### config.mk
export PLATFORM = sky130hd
export DESIGN_NAME = awc_window
export DESIGN_NICKNAME = d
export VERILOG_FILES = /design/src/logic/awc_pkg.sv /design/src/logic/awc_window.sv
export SDC_FILE = /design/constraint.sdc
export NUM_CORES = 1
export LEC_CHECK = 0
export ABC_AREA = 1
export BUFFER_PORTS_ARGS = -buffer_cell sky130_fd_sc_hd__buf_2
export CAP_MARGIN = 30
export CORE_MARGIN = 2
export CORE_UTILIZATION = 57
export CTS_BUF_LIST = sky130_fd_sc_hd__clkbuf_8
export DETAILED_ROUTE_END_ITERATION = 12
export HOLD_SLACK_MARGIN = 0.08
export PLACE_DENSITY_LB_ADDON = 0.3
export SYNTH_ARGS = -nofsm -noshare
export SYNTH_HDL_FRONTEND = slang
export SYNTH_SLANG_ARGS = --single-unit
### constraint.sdc
create_clock -name core_clk -period 3.7 [get_ports core_clk]
set_input_delay 0.74 -clock core_clk [delete_from_list [all_inputs] [get_ports core_clk]]
set_output_delay 0.74 -clock core_clk [all_outputs]
set_load 0.03 [all_outputs]
### src/logic/awc_pkg.sv
package awc_pkg;

	// Register word indices; the byte address on the AXI4-Lite bus is four times the index.
	localparam logic [7:0] AWC_IDX_LT_HI = 8'hc7; // Less-than limit high byte index.
	localparam logic [7:0] AWC_IDX_LT_LO = 8'hc6; // Less-than limit low byte index.
	localparam logic [7:0] AWC_IDX_GT_HI = 8'hc5; // Greater-than limit high byte index.
	localparam logic [7:0] AWC_IDX_GT_LO = 8'hc4; // Greater-than limit low byte index.
	localparam logic [7:0] AWC_IDX_CTRL = 8'hc8; // Converter control register index.
	localparam logic [7:0] AWC_IDX_IRQ_EN = 8'hc9; // Interrupt enable index.
	localparam logic [7:0] AWC_IDX_IRQ_CLR = 8'hca; // Interrupt clear index.
	localparam logic [7:0] AWC_IDX_RESULT = 8'hcb; // Last compared value index.

	// Field positions inside the converter control register.
	localparam int AWC_CTRL_FLAG_BIT = 0; // Window-compare flag.
	localparam int AWC_CTRL_DIFF_BIT = 1; // Differential mode select.

	// Reset values; greater-than limit resets to the top so no unsigned value exceeds it.
	localparam logic [7:0] AWC_RST_LT = 8'h00; // Less-than bytes after reset.
	localparam logic [7:0] AWC_RST_GT = 8'hff; // Greater-than bytes after reset.

	// AXI response codes.
	localparam logic [1:0] AWC_RESP_OKAY = 2'h0; // Normal completion.
	localparam logic [1:0] AWC_RESP_SLVERR = 2'h2; // Unmapped address.

	// Shortest legal spacing of conversion results in SAR clocks.
	localparam int AWC_MIN_CONV_SAR_CLKS = 18; // Least conversion length.

	// Conversion result from the converter path.
	typedef struct packed {
		logic eoc; // End-of-conversion strobe of the first converter.
		logic [15:0] data; // Result word (differential word when in that mode).
	} awc_result_s;

	// Whole block state.
	typedef struct packed {
		logic [7:0] lt_hi; // Less-than limit high byte.
		logic [7:0] lt_lo; // Less-than limit low byte.
		logic [7:0] gt_hi; // Greater-than limit high byte.
		logic [7:0] gt_lo; // Greater-than limit low byte.
		logic diff; // Differential mode.
		logic flag; // Window-compare flag.
		logic irq_en; // Interrupt enable.
		logic [15:0] last; // Last compared value.
		logic bvalid; // Write response pending.
		logic [1:0] bresp; // Write response code.
		logic rvalid; // Read data pending.
		logic [31:0] rdata; // Read data.
		logic [1:0] rresp; // Read response code.
	} awc_state_s;

endpackage : awc_pkg

### src/logic/awc_window.sv
// What this block does
// - Compare each new result against two limits.
// - Flag lives in control register, software readable.
// - Each limit built from high and low bytes.
// - Single-ended mode compares first converter result.
// - Differential mode compares combined differential word.
// - Evaluate at end of conversion; else unchanged.
// - Less-than above greater-than: flag inside window.
// - Less-than below greater-than: flag outside window.
// - Limit ordering alone selects inside or outside.
// - Differential mode compares signed two's complement.
// - Single-ended mode compares unsigned values.
// - Less-than high byte read-write, resets zero.
// - Less-than low byte read-write, resets zero.
// - Accept results at least one conversion apart.
//
// The AXI4-Lite register port is this design's own decision.
`timescale 1ns/1ps
`default_nettype none

module awc_window
	import awc_pkg::*;
(
	input wire logic core_clk, // System clock, 10 MHz.
	input wire logic rst_b, // Asynchronous reset, active low.
	input wire awc_pkg::awc_result_s result, // Result strobe and word.
	input wire logic [11:0] s_axi_awaddr, // Write byte address.
	input wire logic s_axi_awvalid, // Write address valid.
	output logic s_axi_awready, // Write address ready.
	input wire logic [31:0] s_axi_wdata, // Write data.
	input wire logic [3:0] s_axi_wstrb, // Write byte strobes.
	input wire logic s_axi_wvalid, // Write data valid.
	output logic s_axi_wready, // Write data ready.
	output logic [1:0] s_axi_bresp, // Write response.
	output logic s_axi_bvalid, // Write response valid.
	input wire logic s_axi_bready, // Write response ready.
	input wire logic [11:0] s_axi_araddr, // Read byte address.
	input wire logic s_axi_arvalid, // Read address valid.
	output logic s_axi_arready, // Read address ready.
	output logic [31:0] s_axi_rdata, // Read data.
	output logic [1:0] s_axi_rresp, // Read response.
	output logic s_axi_rvalid, // Read data valid.
	input wire logic s_axi_rready, // Read data ready.
	output logic irq // Level interrupt request.
);
	import awc_pkg::*;

	awc_state_s st; // Registered state.
	awc_state_s next_st; // Next state.
	logic wr_go; // A write is taken this cycle.
	logic rd_go; // A read is taken this cycle.
	logic [15:0] lt_word; // Assembled less-than limit.
	logic [15:0] gt_word; // Assembled greater-than limit.
	logic below_lt; // Value strictly below less-than limit.
	logic above_gt; // Value strictly above greater-than limit.
	logic inside_mode; // Limits ordered for inside-window detection.
	logic hit; // Window condition met by the incoming value.
	logic [31:0] rd_word; // Decoded read value.
	logic rd_ok; // Read address is mapped.
	logic wr_ok; // Write address is mapped.
	logic [7:0] wr_idx; // Word index of the write address.
	logic [7:0] rd_idx; // Word index of the read address.
	logic wr_aligned; // Write address is word aligned and in range.
	logic rd_aligned; // Read address is word aligned and in range.
	logic wr_lane; // A mapped write carries its low byte lane.
	logic [7:0] wr_byte; // Byte that a register write stores.

	// Address and data are taken together, so the slave never holds half a write.
	assign wr_go = s_axi_awvalid && s_axi_wvalid && !st.bvalid;
	assign rd_go = s_axi_arvalid && !st.rvalid;
	assign s_axi_awready = wr_go;
	assign s_axi_wready = wr_go;
	assign s_axi_arready = rd_go;
	assign s_axi_bvalid = st.bvalid;
	assign s_axi_bresp = st.bresp;
	assign s_axi_rvalid = st.rvalid;
	assign s_axi_rdata = st.rdata;
	assign s_axi_rresp = st.rresp;

	// Registers sit one per word; the byte address is four times the index.
	// An address that is not word aligned, or that lies past the index range, maps to nothing.
	assign wr_idx = s_axi_awaddr[9:2];
	assign rd_idx = s_axi_araddr[9:2];
	assign wr_aligned = (s_axi_awaddr[1:0] == 2'b00) && (s_axi_awaddr[11:10] == 2'b00);
	assign rd_aligned = (s_axi_araddr[1:0] == 2'b00) && (s_axi_araddr[11:10] == 2'b00);
	// Only the low byte lane carries register contents, so a write without it changes nothing.
	assign wr_lane = wr_go && wr_ok && s_axi_wstrb[0];
	assign wr_byte = s_axi_wdata[7:0];

	// Interrupt follows the flag whenever it is enabled.
	assign irq = st.flag && st.irq_en;

	// Limits are assembled from their byte pairs.
	assign lt_word = {st.lt_hi, st.lt_lo};
	assign gt_word = {st.gt_hi, st.gt_lo};

	// Compare signed or unsigned; one comparator pair serves both modes.
	always_comb begin
		if (st.diff) begin
			below_lt = $signed(result.data) < $signed(lt_word);
			above_gt = $signed(result.data) > $signed(gt_word);
			inside_mode = $signed(lt_word) > $signed(gt_word);
		end else begin
			below_lt = result.data < lt_word;
			above_gt = result.data > gt_word;
			inside_mode = lt_word > gt_word;
		end
	end

	// Inside window needs both conditions, outside needs either one.
	assign hit = inside_mode ? (below_lt && above_gt) : (below_lt || above_gt);

	// Read decode of the register map; unmapped addresses return an error.
	always_comb begin
		rd_word = 32'h0000_0000;
		rd_ok = 1'b1;
		case (rd_idx)
			AWC_IDX_LT_HI: rd_word = {24'h000000, st.lt_hi};
			AWC_IDX_LT_LO: rd_word = {24'h000000, st.lt_lo};
			AWC_IDX_GT_HI: rd_word = {24'h000000, st.gt_hi};
			AWC_IDX_GT_LO: rd_word = {24'h000000, st.gt_lo};
			AWC_IDX_CTRL: rd_word = {30'h0, st.diff, st.flag};
			AWC_IDX_IRQ_EN: rd_word = {31'h0, st.irq_en};
			AWC_IDX_IRQ_CLR: rd_word = 32'h0000_0000;
			AWC_IDX_RESULT: rd_word = {16'h0000, st.last};
			default: rd_ok = 1'b0;
		endcase
		// Misaligned reads answer like unmapped ones.
		if (!rd_aligned) begin
			rd_word = 32'h0000_0000;
			rd_ok = 1'b0;
		end
	end

	// Write targets that exist; the result register is read-only.
	always_comb begin
		case (wr_idx)
			AWC_IDX_LT_HI, AWC_IDX_LT_LO, AWC_IDX_GT_HI, AWC_IDX_GT_LO,
			AWC_IDX_CTRL, AWC_IDX_IRQ_EN, AWC_IDX_IRQ_CLR: wr_ok = wr_aligned;
			default: wr_ok = 1'b0;
		endcase
	end

	// Next-state logic for registers, flag and bus answers.
	always_comb begin
		next_st = st;
		// Software writes, low byte lane only.
		if (wr_lane) begin
			case (wr_idx)
				AWC_IDX_LT_HI: next_st.lt_hi = wr_byte;
				AWC_IDX_LT_LO: next_st.lt_lo = wr_byte;
				AWC_IDX_GT_HI: next_st.gt_hi = wr_byte;
				AWC_IDX_GT_LO: next_st.gt_lo = wr_byte;
				AWC_IDX_CTRL: begin
					next_st.diff = s_axi_wdata[AWC_CTRL_DIFF_BIT];
					// Writing one leaves the flag alone; only zero clears it.
					if (!s_axi_wdata[AWC_CTRL_FLAG_BIT]) begin
						next_st.flag = 1'b0;
					end
				end
				AWC_IDX_IRQ_EN: next_st.irq_en = s_axi_wdata[0];
				AWC_IDX_IRQ_CLR: begin
					if (s_axi_wdata[0]) begin
						next_st.flag = 1'b0;
					end
				end
				default: begin
				end
			endcase
		end
		// A strobe evaluates every result; it is one cycle, so any spacing above one is fine.
		if (result.eoc) begin
			next_st.last = result.data;
			if (hit) begin
				next_st.flag = 1'b1;
			end
		end
		// Write response.
		if (wr_go) begin
			next_st.bvalid = 1'b1;
			next_st.bresp = wr_ok ? AWC_RESP_OKAY : AWC_RESP_SLVERR;
		end else if (st.bvalid && s_axi_bready) begin
			next_st.bvalid = 1'b0;
		end
		// Read response.
		if (rd_go) begin
			next_st.rvalid = 1'b1;
			next_st.rdata = rd_word;
			next_st.rresp = rd_ok ? AWC_RESP_OKAY : AWC_RESP_SLVERR;
		end else if (st.rvalid && s_axi_rready) begin
			next_st.rvalid = 1'b0;
		end
	end

	// State register; reset values keep the flag quiet until limits are loaded.
	always_ff @(posedge core_clk or negedge rst_b) begin
		if (!rst_b) begin
			st <= '0;
			st.lt_hi <= AWC_RST_LT;
			st.lt_lo <= AWC_RST_LT;
			st.gt_hi <= AWC_RST_GT;
			st.gt_lo <= AWC_RST_GT;
		end else begin
			st <= next_st;
		end
	end

	// A matching strobe raises the flag on the next edge.
	property p_set;
		@(posedge core_clk) disable iff (!rst_b) (result.eoc && hit) |=> st.flag;
	endproperty
	a_set: assert property (p_set) else $error("flag not set by match");

	// Without a matching strobe the flag cannot rise, whatever is written.
	property p_only_match;
		@(posedge core_clk) disable iff (!rst_b) (!st.flag && !(result.eoc && hit)) |=> !st.flag;
	endproperty
	a_only_match: assert property (p_only_match) else $error("flag rose without match");

	// Flag holds unless a write went in.
	property p_sticky;
		@(posedge core_clk) disable iff (!rst_b) (st.flag && !wr_go) |=> st.flag;
	endproperty
	a_sticky: assert property (p_sticky) else $error("flag dropped without write");

	// Inside mode needs both bounds.
	property p_inside;
		@(posedge core_clk) disable iff (!rst_b) (inside_mode && hit) |-> (below_lt && above_gt);
	endproperty
	a_inside: assert property (p_inside) else $error("inside match wrong");

	// Outside mode needs one bound.
	property p_outside;
		@(posedge core_clk) disable iff (!rst_b) (!inside_mode && (below_lt || above_gt)) |-> hit;
	endproperty
	a_outside: assert property (p_outside) else $error("outside match missed");

	// In differential mode a negative value lies below a non-negative limit.
	property p_signed;
		@(posedge core_clk) disable iff (!rst_b)
			(st.diff && result.data[15] && !lt_word[15]) |-> below_lt;
	endproperty
	a_signed: assert property (p_signed) else $error("signed compare wrong");

	// In single-ended mode a word with its top bit set never lies below a limit without it.
	property p_unsigned;
		@(posedge core_clk) disable iff (!rst_b)
			(!st.diff && result.data[15] && !lt_word[15]) |-> !below_lt;
	endproperty
	a_unsigned: assert property (p_unsigned) else $error("unsigned compare wrong");

	// Interrupt tracks enabled flag.
	property p_irq;
		@(posedge core_clk) disable iff (!rst_b) irq == (st.flag && st.irq_en);
	endproperty
	a_irq: assert property (p_irq) else $error("irq mismatch");

	// A taken read answers one cycle later.
	property p_read;
		@(posedge core_clk) disable iff (!rst_b) rd_go |=> s_axi_rvalid;
	endproperty
	a_read: assert property (p_read) else $error("read not answered");

	// A cycle without a strobe or a write leaves the flag where it was.
	property p_quiet_flag;
		@(posedge core_clk) disable iff (!rst_b) (!result.eoc && !wr_go) |=> $stable(st.flag);
	endproperty
	a_quiet_flag: assert property (p_quiet_flag) else $error("flag moved on a quiet cycle");

	// Every strobe is taken, however closely it follows the one before.
	property p_capture;
		@(posedge core_clk) disable iff (!rst_b) result.eoc |=> (st.last == $past(result.data));
	endproperty
	a_capture: assert property (p_capture) else $error("result not captured");

	// The captured value changes only with a strobe.
	property p_capture_quiet;
		@(posedge core_clk) disable iff (!rst_b) !result.eoc |=> $stable(st.last);
	endproperty
	a_capture_quiet: assert property (p_capture_quiet) else $error("result changed without strobe");

	// In differential mode a non-negative value lies above a negative limit.
	property p_signed_above;
		@(posedge core_clk) disable iff (!rst_b) (st.diff && !result.data[15] && gt_word[15]) |-> above_gt;
	endproperty
	a_signed_above: assert property (p_signed_above) else $error("signed upper compare wrong");

	// In single-ended mode a word with its top bit set lies above a limit without it.
	property p_unsigned_above;
		@(posedge core_clk) disable iff (!rst_b) (!st.diff && result.data[15] && !gt_word[15]) |-> above_gt;
	endproperty
	a_unsigned_above: assert property (p_unsigned_above) else $error("unsigned upper compare wrong");

	// The limits left by reset can never be met, in either mode, so no flag rises before setup.
	property p_reset_quiet;
		@(posedge core_clk) disable iff (!rst_b)
			(lt_word == {AWC_RST_LT, AWC_RST_LT} && gt_word == {AWC_RST_GT, AWC_RST_GT}) |-> !hit;
	endproperty
	a_reset_quiet: assert property (p_reset_quiet) else $error("reset limits matched");

	// Writing zero to the flag bit clears it when no strobe competes in that cycle.
	property p_clear_zero;
		@(posedge core_clk) disable iff (!rst_b)
			(wr_lane && wr_idx == AWC_IDX_CTRL && !wr_byte[AWC_CTRL_FLAG_BIT] && !result.eoc) |=> !st.flag;
	endproperty
	a_clear_zero: assert property (p_clear_zero) else $error("flag not cleared by zero");

	// Writing one to the flag bit keeps a set flag, so a mode change cannot lose an event.
	property p_keep_one;
		@(posedge core_clk) disable iff (!rst_b)
			(wr_lane && wr_idx == AWC_IDX_CTRL && wr_byte[AWC_CTRL_FLAG_BIT] && st.flag) |=> st.flag;
	endproperty
	a_keep_one: assert property (p_keep_one) else $error("flag lost on write of one");

	// The clear register drops the flag when no strobe competes in that cycle.
	property p_clear_reg;
		@(posedge core_clk) disable iff (!rst_b)
			(wr_lane && wr_idx == AWC_IDX_IRQ_CLR && wr_byte[0] && !result.eoc) |=> !st.flag;
	endproperty
	a_clear_reg: assert property (p_clear_reg) else $error("flag not cleared by clear register");

	// Setting the mode bit selects the differential word.
	property p_diff_on;
		@(posedge core_clk) disable iff (!rst_b)
			(wr_lane && wr_idx == AWC_IDX_CTRL && wr_byte[AWC_CTRL_DIFF_BIT]) |=> st.diff;
	endproperty
	a_diff_on: assert property (p_diff_on) else $error("differential mode not taken");

	// Clearing the mode bit returns to the single-ended word.
	property p_diff_off;
		@(posedge core_clk) disable iff (!rst_b)
			(wr_lane && wr_idx == AWC_IDX_CTRL && !wr_byte[AWC_CTRL_DIFF_BIT]) |=> !st.diff;
	endproperty
	a_diff_off: assert property (p_diff_off) else $error("single-ended mode not taken");

	// The less-than high byte stores what software writes.
	property p_lt_hi;
		@(posedge core_clk) disable iff (!rst_b)
			(wr_lane && wr_idx == AWC_IDX_LT_HI) |=> (st.lt_hi == $past(wr_byte));
	endproperty
	a_lt_hi: assert property (p_lt_hi) else $error("less-than high byte not stored");

	// The less-than low byte stores what software writes.
	property p_lt_lo;
		@(posedge core_clk) disable iff (!rst_b)
			(wr_lane && wr_idx == AWC_IDX_LT_LO) |=> (st.lt_lo == $past(wr_byte));
	endproperty
	a_lt_lo: assert property (p_lt_lo) else $error("less-than low byte not stored");

	// The greater-than high byte stores what software writes.
	property p_gt_hi;
		@(posedge core_clk) disable iff (!rst_b)
			(wr_lane && wr_idx == AWC_IDX_GT_HI) |=> (st.gt_hi == $past(wr_byte));
	endproperty
	a_gt_hi: assert property (p_gt_hi) else $error("greater-than high byte not stored");

	// The greater-than low byte stores what software writes.
	property p_gt_lo;
		@(posedge core_clk) disable iff (!rst_b)
			(wr_lane && wr_idx == AWC_IDX_GT_LO) |=> (st.gt_lo == $past(wr_byte));
	endproperty
	a_gt_lo: assert property (p_gt_lo) else $error("greater-than low byte not stored");

	// An accepted write response is withdrawn on the next edge.
	property p_wr_done;
		@(posedge core_clk) disable iff (!rst_b) (s_axi_bvalid && s_axi_bready) |=> !s_axi_bvalid;
	endproperty
	a_wr_done: assert property (p_wr_done) else $error("write response not withdrawn");

	// An accepted read response is withdrawn on the next edge.
	property p_rd_done;
		@(posedge core_clk) disable iff (!rst_b) (s_axi_rvalid && s_axi_rready) |=> !s_axi_rvalid;
	endproperty
	a_rd_done: assert property (p_rd_done) else $error("read response not withdrawn");

	// A read of an unmapped word answers with an error and zero data.
	property p_unmapped;
		@(posedge core_clk) disable iff (!rst_b)
			(rd_go && !rd_ok) |=> (s_axi_rresp == AWC_RESP_SLVERR && s_axi_rdata == 32'h0000_0000);
	endproperty
	a_unmapped: assert property (p_unmapped) else $error("unmapped read answered wrongly");

endmodule : awc_window

`default_nettype wire

# Word-level counts from Yosys, hierarchy flattened
# Index checks and enable logic that the tools add are counted.
# op_classes
muxes,22
n_reduce_logical,28
magnitude_cmp,6
eq_ne,15
# op_table
op,count
$eq 8x8->1 const B,15
$pmux 16 s7,1
$gt 16x16->1,4
$lt 16x16->1,2
$mux 32,1
$mux 1,16
$reduce_and 2->1,6
$logic_and 1x1->1,11
$logic_not 2->1,4
$reduce_or 8->1,1
$reduce_or 7->1,1
$mux 2,3
$reduce_bool 2->1,2
$logic_not 1->1,2
$pmux 1 s2,1
$logic_or 1x1->1,1
# totals
reg_bits,89
elab_cells,84

# Logic depth before layout (Yosys ltp)
# Gate-level depths: netlist of the first run.
# logic_depth
depth_word,8
ltp_mapped,18
mapped_depth_nobuf,18

# Least setup slack after synthesis of the first run
# Ideal clock, no wire load.
# synth_timing
path_type,input port to output port
start,input port s_axi_awvalid
end,output port s_axi_wready
path_buffers,1
stages,3
arrival_time_ns,1.337
required_ns,2.960
path_slack_ns,1.623
cell_sequence,nand3_1 -> inv_1 -> buf_4
# synth_via
elab_chain_cells,2
# synth_rtl
item,line_no,source
start: declaration,awc_window.sv:28,"input wire logic s_axi_awvalid,"
$logic_and 1x1->1 (2 in series),awc_window.sv:69,assign wr_go = s_axi_awvalid && s_axi_wvalid && !st.bvalid;
end: declaration,awc_window.sv:33,"output logic s_axi_wready,"
# No other way between the ends.

# Final worst setup path of the first run
# layout_timing
start,input port s_axi_arvalid
end,output port s_axi_arready
# layout_via
elab_chain_cells,1
# layout_rtl
item,line_no,source
start: declaration,awc_window.sv:38,"input wire logic s_axi_arvalid,"
$logic_and 1x1->1,awc_window.sv:70,assign rd_go = s_axi_arvalid && !st.rvalid;
end: declaration,awc_window.sv:39,"output logic s_axi_arready,"
# No other way between the ends.

==> impl.org, run 1 <==
** STA
- The final-report hold violation count is 0.
- Setup violations remaining at the end of the flow were counted as 0.
- Max-slew violations :: 0
- Final Critical Period :: ~2.3 ns
- FMAX :: approximately 430 MHz
- At the pin with the least slew margin, the transition time is between 0.8 and 0.9 ns.
- Worst slew slack as a fraction of its limit :: 46.2%
- Setup repair after global routing left no endpoint under its margin.
- Final period util :: between 60 and 70%
- Adding up every negative setup slack in the final design gives 0 ns.
- Worst Clk Skew :: 0.00880 ns

** Clock tree
- CTS tree :: yes
- Hold buffer count at CTS :: 0
- CTS saw between 70 and 80 sinks.
- Clock buffer depth :: 2
- Number of buffers created by CTS :: 9
- The tree is rooted in a clkbuf_8.
- CTS clk-pin slew, worst paths :: ~0.080 ns
- The clock tree synthesis step divided the H-tree into 3 levels.
- Post-CTS Setup Bufs :: 0
- After clock tree synthesis, the repair step resized 0 gates.
- Skew-Pair Late Insertion Delay :: about 0.35 ns

** Logic synthesis
- Flop and latch count out of synthesis :: about 70
- Synthesis produced roughly 600 cells.
- Of the post-synthesis cell area, the dominant cell type holds between 20% and 30%.
- The most used flip-flop cell after synthesis is dfrtp_1.
- Simple-gate share of the synthesized area :: 22.9%
- Ranked by total cell area, the synthesized netlist is headed by dfrtp_1 28%, nand2_1 12%, ha_1 12%, dfstp_2 8.6%, inv_1 5.8%.
- Count of cell types in the netlist :: 45
- Parity-gate share of the synthesized area counting xor and xnor cells :: 0%
- Yosys mapped a number of flops with a built-in enable equal to 0.
- In the synthesized netlist, the cells that appear most often are 161 x nand2_1, 76 x inv_1, 55 x dfrtp_1.
- Post-synthesis sequential area ratio :: between 30% and 40%
- Largest area contributor in the synthesized netlist :: dfrtp_1
- Main combinational cell family by area after synthesis :: simple AND/OR/NAND/NOR gates
- Mean Syn Cell Area :: ~8 µm²
- Most common cell in the synthesized netlist :: nand2_1
- For this run, asynchronously set or reset flops after synthesis account for between 90% and 100%.
- After synthesis the cells add up to 4880 µm².
- Multiplexer share of the synthesized area :: 0%
- The synthesized netlist devotes roughly 14% of its cell area to compound gates.
- Of the total synthesized cell area, the portion taken by full adders, half adders and majority gates is between 10% and 20%.
- For this run, the number of Yosys warnings is 0.

** Pwr
- Final total power :: ~1.7 mW
- Peak supply drop :: between 0.2 and 0.25 mV
- Leakage dissipation :: 2.72 nW
- Power density over cell area :: around 310 nW/µm²

** Route
- Detailed Route WL :: between 10 and 15 mm
- Once detail routing completed, the nets flagged for antenna violations numbered 0.
- Routed wire per std cell :: between 10 and 15 µm
- DRC violation count after routing :: 0
- The final route contains about 4100 vias.
- The first detailed-routing pass ran for 4 iterations.
- The first routing iteration left 229 violations.
- Routed vias/inst :: approximately 5.3

** Placement
- Placed wire-length estimate :: about 9 mm
- The placed instances occupy a cell area of 5140 µm².
- In this run the tool buffered the top-level ports with 80 buffer cells.
- Routability-driven placement finished with a final weighted congestion of between 0.9 and 1.

** Status
- The flow ran to the end, and the final reports show no timing, DRC or antenna violations.

** Worst setup path
- Across all register-to-register paths, the minimum setup slack is around 1.5 ns.
- Of all nets on the critical path, the largest fanout is 18.
- The worst setup path is launched from an input port.
- Slowest Stage Delay on Critical Path :: approximately 0.4 ns
- The worst setup path is captured at a primary output.
- Among the stages of the critical path, the cell type that occurs most often is buf_2.
- Beginning of the critical path :: s_axi_arvalid
- The worst setup path is of the input port to primary output kind.
- Cell family with the largest share of critical-path delay :: buffers and inverters
- The signal on the critical path passes through buf_2 -> nand2_1 -> inv_1 -> buf_2.
- In this run the critical register-to-register path is launched from gt_word[15].
- The worst register-to-register path ends at st[55].
- Counting both buffers and inverters, the worst setup path holds a total of 3.
- Worst Path Arrival :: between 1.5 and 2 ns
- The largest individual stage delay along the critical path comes from the cell nand2_1.
- Data on the critical path is required at its endpoint by between 2 and 3 ns.
- FF-to-FF path depth :: 13

** Cells and area
- Fin util :: between 60% and 70%
- Nets@finish :: just under 800
- Final Instance Area :: 5340 µm²
- Share of layout cells above drive strength 1 :: between 20 and 25%
- From synthesis to final layout, the design area changed by 9.51%.
- Diodes inserted :: 0

** Global routing
- The initial antenna violation count came to 0.
- Overflow after GRT :: 0
- Pin count of the biggest net entering global routing :: 40
- Number of global-route vias before repair :: around 3900
- Gr usage total :: around 27%
- The first global-routing pass estimated between 15 and 20 mm of wire.

** Floorplan
- Die Span X :: around 97 µm
- In this run the core area contains 33 standard-cell rows.
- Initial Util :: 59.1%
- The floorplan step defined a core boundary enclosing approximately 8300 µm².
- Die Area :: between 9000 and 10000 µm²
- Count of pins on the block boundary :: roughly 130
- Measured along the y axis, the die boundary spans 96.5 µm.

** Worst hold path
- The min-delay analysis places its worst path in the category input port to async pin.

** Flow run
- The tool flagged a number of max-cap violations equal to 0.
[cells in the final DEF (no fill, tap or decap), types with 5 or more instances in the layout]
cell	synthesis	layout
a21oi_1	21	21
a32o_1	8	8
buf_2	1	80
clkbuf_8	0	11
conb_1	1	18
dfrtp_1	55	55
dfstp_2	16	16
ha_1	47	47
inv_1	76	76
inv_2	5	5
nand2_1	161	161
nand2_2	5	5
nand3_1	14	14
nor2_1	31	31
nor3_1	9	9
o211ai_2	6	6
o21ai_0	17	17
o21ai_1	27	27
o21ai_2	16	16
o22ai_1	5	5
[registers in the layout, indices dropped and copies added, names as in the netlist]
name          flops
st               19
gt_word          16
lt_word          16
s_axi_rdata      16
s_axi_bresp       1
s_axi_bvalid      1
s_axi_rresp       1
s_axi_rvalid      1
[worst max-delay path by stage]
stage | endpoint | slack (ns) | cells after the start
floorplan | s_axi_wready | 1.62 | 3
global placement | s_axi_rdata[0] | 1.35 | 10
detailed placement | s_axi_rdata[0] | 1.26 | 10
CTS | s_axi_arready | 1.33 | 4
global route | s_axi_arready | 1.26 | 4
finish | s_axi_arready | 1.36 | 4
[cell families (layout without fill, tap and decap cells)]
family	after synthesis	in the layout
AO/OA/AOI/OAI	106	106
adder cells (fa/ha/maj)	47	47
other	1	18
buffers and inverters	130	181
flip-flops	71	71
AND/OR/NAND/NOR	244	244
[power breakdown]
part           leakage, nW  internal, mW  switching, mW
clock                0.105         0.347          0.309
sequential           0.875         0.795        0.00892
combinational         1.74        0.0640          0.148
[stage by stage]
stage | hold slack (ns) | setup slack (ns) | instances
2_1_floorplan | 0.442 | 1.62 | 616
3_3_place_gp | 0.456 | 1.35 | 756
3_5_place_dp | 0.461 | 1.26 | 756
4_1_cts | 0.414 | 1.33 | 772
5_1_grt | 0.435 | 1.26 | 772
6_report | 0.412 | 1.36 | 772
[routing by layer]
| layer | GRT usage (%) | up-vias | part of all wire [%] | wire length, µm |
|---|---|---|---|---|
| met5 | 0 | - | 0 | 0 |
| met4 | 11.0 | 0 | 2.5 | 291 |
| met3 | 4.97 | 24 | 5.2 | 597 |
| met2 | 43.9 | 125 | 48 | 5570 |
| met1 | 35.1 | 1897 | 44 | 5060 |
| li1 | - | 2037 | - | - |
[cell type report]
cell class              instances  area (µm²)
fillers                       734        2910
multi-input cells             415        2480
flip-flops and latches         71        1800
repair buffers                 82         415
inverters                      83         314
clock buffers                  11         151
well taps                     105         131
clock inverters                 5        56.3
Power figures use the tool's default switching activity.
==> run 2, diff against run 1 <==
--- a/config.mk
+++ b/config.mk
@@ -5,11 +5,11 @@
 export SDC_FILE = /design/constraint.sdc
 export NUM_CORES = 1
 export LEC_CHECK = 0
-export ABC_AREA = 1
+export ABC_AREA = 0
 export BUFFER_PORTS_ARGS = -buffer_cell sky130_fd_sc_hd__buf_2
 export CAP_MARGIN = 30
 export CORE_MARGIN = 2
-export CORE_UTILIZATION = 57
+export CORE_UTILIZATION = 55
 export CTS_BUF_LIST = sky130_fd_sc_hd__clkbuf_8
 export DETAILED_ROUTE_END_ITERATION = 12
 export HOLD_SLACK_MARGIN = 0.08
==> constraint.sdc (replaced) <==
create_clock -name core_clk -period 2.16 [get_ports core_clk]
set_input_delay 0.432 -clock core_clk [delete_from_list [all_inputs] [get_ports core_clk]]
set_output_delay 0.432 -clock core_clk [all_outputs]
set_load 0.03 [all_outputs]
==> impl.org, run 2 <==
** Placement
- The congestion estimate from routability-driven global placement came to 0.859.
- Quantity of I/O buffers inserted on ports :: 80
- Placed wire-length estimate :: about 9.1 mm
- Cell Count Post-Placement :: 641

** Clock tree
- CTS built an H-tree with a depth of 3.
- CTS placed an instance of clkbuf_8 at the clock tree root.
- Number of buffers created by CTS :: 9
- Buffers inserted to repair hold after CTS numbered 0.
- For the worst-skew pair, the clock arrives at the later sink with an insertion delay of 0.34 ns.
- TritonCTS built the clock tree.
- After clock tree synthesis, the clock-pin slew on the worst setup and hold paths is 0.08 ns.
- After clock tree synthesis, the setup repair step added 0 buffers.
- Clock buffer depth :: 2
- CTS saw approximately 70 sinks.

** Global routing
- The first global-routing pass estimated between 15 and 20 mm of wire.
- Gr usage total :: between 20 and 30%
- Number of global-route vias before repair :: around 3700
- The initial antenna violation count is 0.
- Pin count of the biggest net entering global routing :: 72
- Summed over all layers, the global routing overflow is 0.

** Worst setup path
- WP data required :: 2.36 ns
- Number of buffer and inverter instances along the worst setup path :: 1
- Worst Path Arrival :: around 2.6 ns
- For this run, the slowest stage of the critical path takes about 0.55 ns.
- The worst setup path is launched from a flip-flop.
- In this run the worst path has a maximum fanout of 3.
- The cell family contributing the most delay on the critical path is compound AO/OA/AOI/OAI gates.
- STA classifies the critical path endpoint as a flip-flop.
- Beginning of the critical path :: gt_word[1]
- Walking the worst path, the cells encountered are inv_2 -> ha_4 -> nor2b_4 -> o211ai_2 -> a21boi_1 -> or4_4 -> xnor2_1 -> a221oi_2 -> o211ai_1.
- RR Startpoint :: gt_word[1]
- For this design, the slowest cell found on the critical path is dfstp_2.
- The setup path with the least slack is of type flip-flop to flip-flop.

** STA
- Headroom to the max-slew limit came out at around 53%.
- Worst Hold Slack :: around 0.11 ns
- Setup repair after global routing could not meet its margin everywhere.
- Final period util :: 110%
- Final setup violation count :: 1
- Endpoints failing hold :: 0
- On the final layout, the worst clock skew is 0.00865 ns.
- The smallest clock period supported by the final layout is computed as ~2.4 ns.
- At the pin with the least slew margin, the transition time is ~0.71 ns.
- Setup slack of the critical path after layout :: -0.221 ns
- Max-slew violations :: 0
- Static timing analysis puts the maximum clock frequency at between 400 and 500 MHz.

** Logic synthesis
- Of the post-synthesis cell area, the dominant cell type holds roughly 29%.
- Post-synth EDFFs :: 0
- Yosys warning count :: 0
- Synthesis produced 449 cells.
- Count of cell types in the netlist :: between 60 and 70
- Asr flop ratio synth :: 100%
- Mean Syn Cell Area :: around 10 µm²
- Most common cell in the synthesized netlist :: dfrtp_1
- Largest area contributor in the synthesized netlist :: dfrtp_1
- Ranked by instance count, the synthesized netlist is headed by 55 x dfrtp_1, 47 x ha_1, 38 x buf_4.
- After synthesis the netlist holds a flip-flop and latch count of 71.
- Sorting the synthesized cells by area gives the leading types as dfrtp_1 29%, ha_1 13%, dfstp_2 9.0%, mux2_2 8.2%, buf_4 6.1%.
- The synthesized netlist occupies a cell area of around 4700 µm².
- Most used flip-flop cell after synthesis :: dfrtp_1
- Of the synthesized area, sequential elements account for a little under two fifths.

** Floorplan
- between 100 and 150 I/O pins were placed.
- The floorplan step defined a die boundary enclosing 9270 µm².
- The floorplan has 33 rows.
- The core region is roughly 8200 µm².
- Die Ht :: 96.3 µm
- The floorplan step set the die width to around 96 µm.
- Initial Util :: between 50% and 60%

** Cells and area
- Register bank with the most flops :: st
- The top cell types in the final layout, fill and taps aside, are 80 x buf_2, 54 x dfrtp_1, 38 x buf_4, 34 x mux2_2, 34 x ha_1.
- Relative to the synthesized area, the layout overhead comes to 20.6%.
- Number of flip-flops in the largest register :: 19
- Leading cell type in the layout, fill and taps excluded :: buf_2
- Diodes inserted :: 0
- After the flow finishes, the layout carries non-filler instances totaling around 660.
- In the final layout, the share of cells above drive strength 1 is 41.5%.
- Nets@finish :: around 680

** Route
- For this block, the initial DRC count from the detailed router was between 100 and 150.
- Number of detailed-routing iterations run before antenna repair :: 5
- The count of nets left with antenna violations once routing finished came out at 0.
- After detailed routing, the total wire length is 11.5 mm.
- The routed layout has around 3800 vias.
- After detailed routing, the number of remaining DRC violations is 0.
- After detailed routing, the number of vias per cell comes to around 5.7.
- After detailed routing, the average wire length per cell comes to 17.4 µm.

** Worst hold path
- The path class of the tightest hold or removal check is input port to async pin.

** Status
- The flow ran to the end, but the final reports show violations.
- Violated checks :: negative setup slack

** Pwr
- Leakage dissipation :: around 2.8 nW
- Across the VDD grid, the largest voltage drop is 0.356 mV.
- For this design the ratio of total power to cell area is ~500 nW/µm².

** Flow run
- Max-Cap Viols :: 0
-- run 2: changes by cell type after synthesis, sizes merged, moves of 10 or more --
cell / delta
nand2: -137
inv: -46
o21ai: -37
mux2: +36
nor2: -20
a22o: +16
nand3: -10
-- run 2: cells by family after synthesis --
kind of cell,after synthesis,share of synthesized area (%)
simple gates,101,13.2
compound gates,98,15.0
buf+inv,85,9.99
flops,71,38.4
fa+ha+maj,47,12.6
mux,44,10.4
xor+xnor,2,0.374
other cells,1,0.0801
-- run 2: cell type report --
class	count	area (µm²)
clock inverter	6	52.6
fill	632	2560
tap	105	131
timing repair buffer	119	706
sequential	71	1800
inverter	36	135
multi-input combinational	310	2690
clock buffer	10	138
-- run 2: worst register-to-register path: stages, from the launching register on --
cell      delay [ns]
dfstp_2         0.55
inv_2           0.06
ha_4            0.24
nor2b_4         0.12
o211ai_2        0.17
a21boi_1        0.10
or4_4           0.49
xnor2_1         0.16
a221oi_2        0.24
o211ai_1        0.12
-- run 2: timing repair --
action | in CTS | in global routing
resized for setup | 5 | 5
pin swaps | 6 | 3
cloned | 0 | 0
endpoints found under the setup margin | 1 | 1
-- run 2: worst paths after layout --
path | endpoint | slack (ns) | cells past startpoint
max | st[55] | -0.22 | 9
min | s_axi_rdata[7] | 0.11 | 2
max reg2reg | st[55] | -0.22 | 9
min reg2reg | s_axi_bresp[1] | 0.49 | 1
max in group asynchronous | gt_word[3] | 1.72 | 2
min in group core_clk | s_axi_bvalid | 0.26 | 2
-- run 2: through the flow --
step | cell area [µm²] | worst slack [ns] | utilization [%] | total power [mW] | TNS, ns
3_3_place_gp | 5410 | -0.276 | 65.8 | 1.76 | -0.276
4_1_cts | 5630 | -0.215 | 68.6 | 2.81 | -0.215
6_report | 5650 | -0.221 | 68.8 | 2.79 | -0.221
3_5_place_dp | 5410 | -0.331 | 65.8 | 1.77 | -0.331
2_1_floorplan | 4910 | -0.0303 | - | 1.64 | -0.0303
5_1_grt | 5650 | -0.332 | 68.8 | 2.92 | -0.332
-- run 2: layer usage --
metal  vias to the layer above  global-route usage [%]  wire length (µm)
li1                       1785                       -                 -
met1                      1822                    32.5              4970
met2                       128                    43.7              5710
met3                        22                    3.92               582
met4                         0                    8.80               194
met5                         -                       0                 0
-- run 2: power breakdown --
part	internal, mW	switching, mW	total [mW]
combinational	0.139	0.231	0.371
clock	0.551	0.483	1.03
sequential	1.37	0.0207	1.39
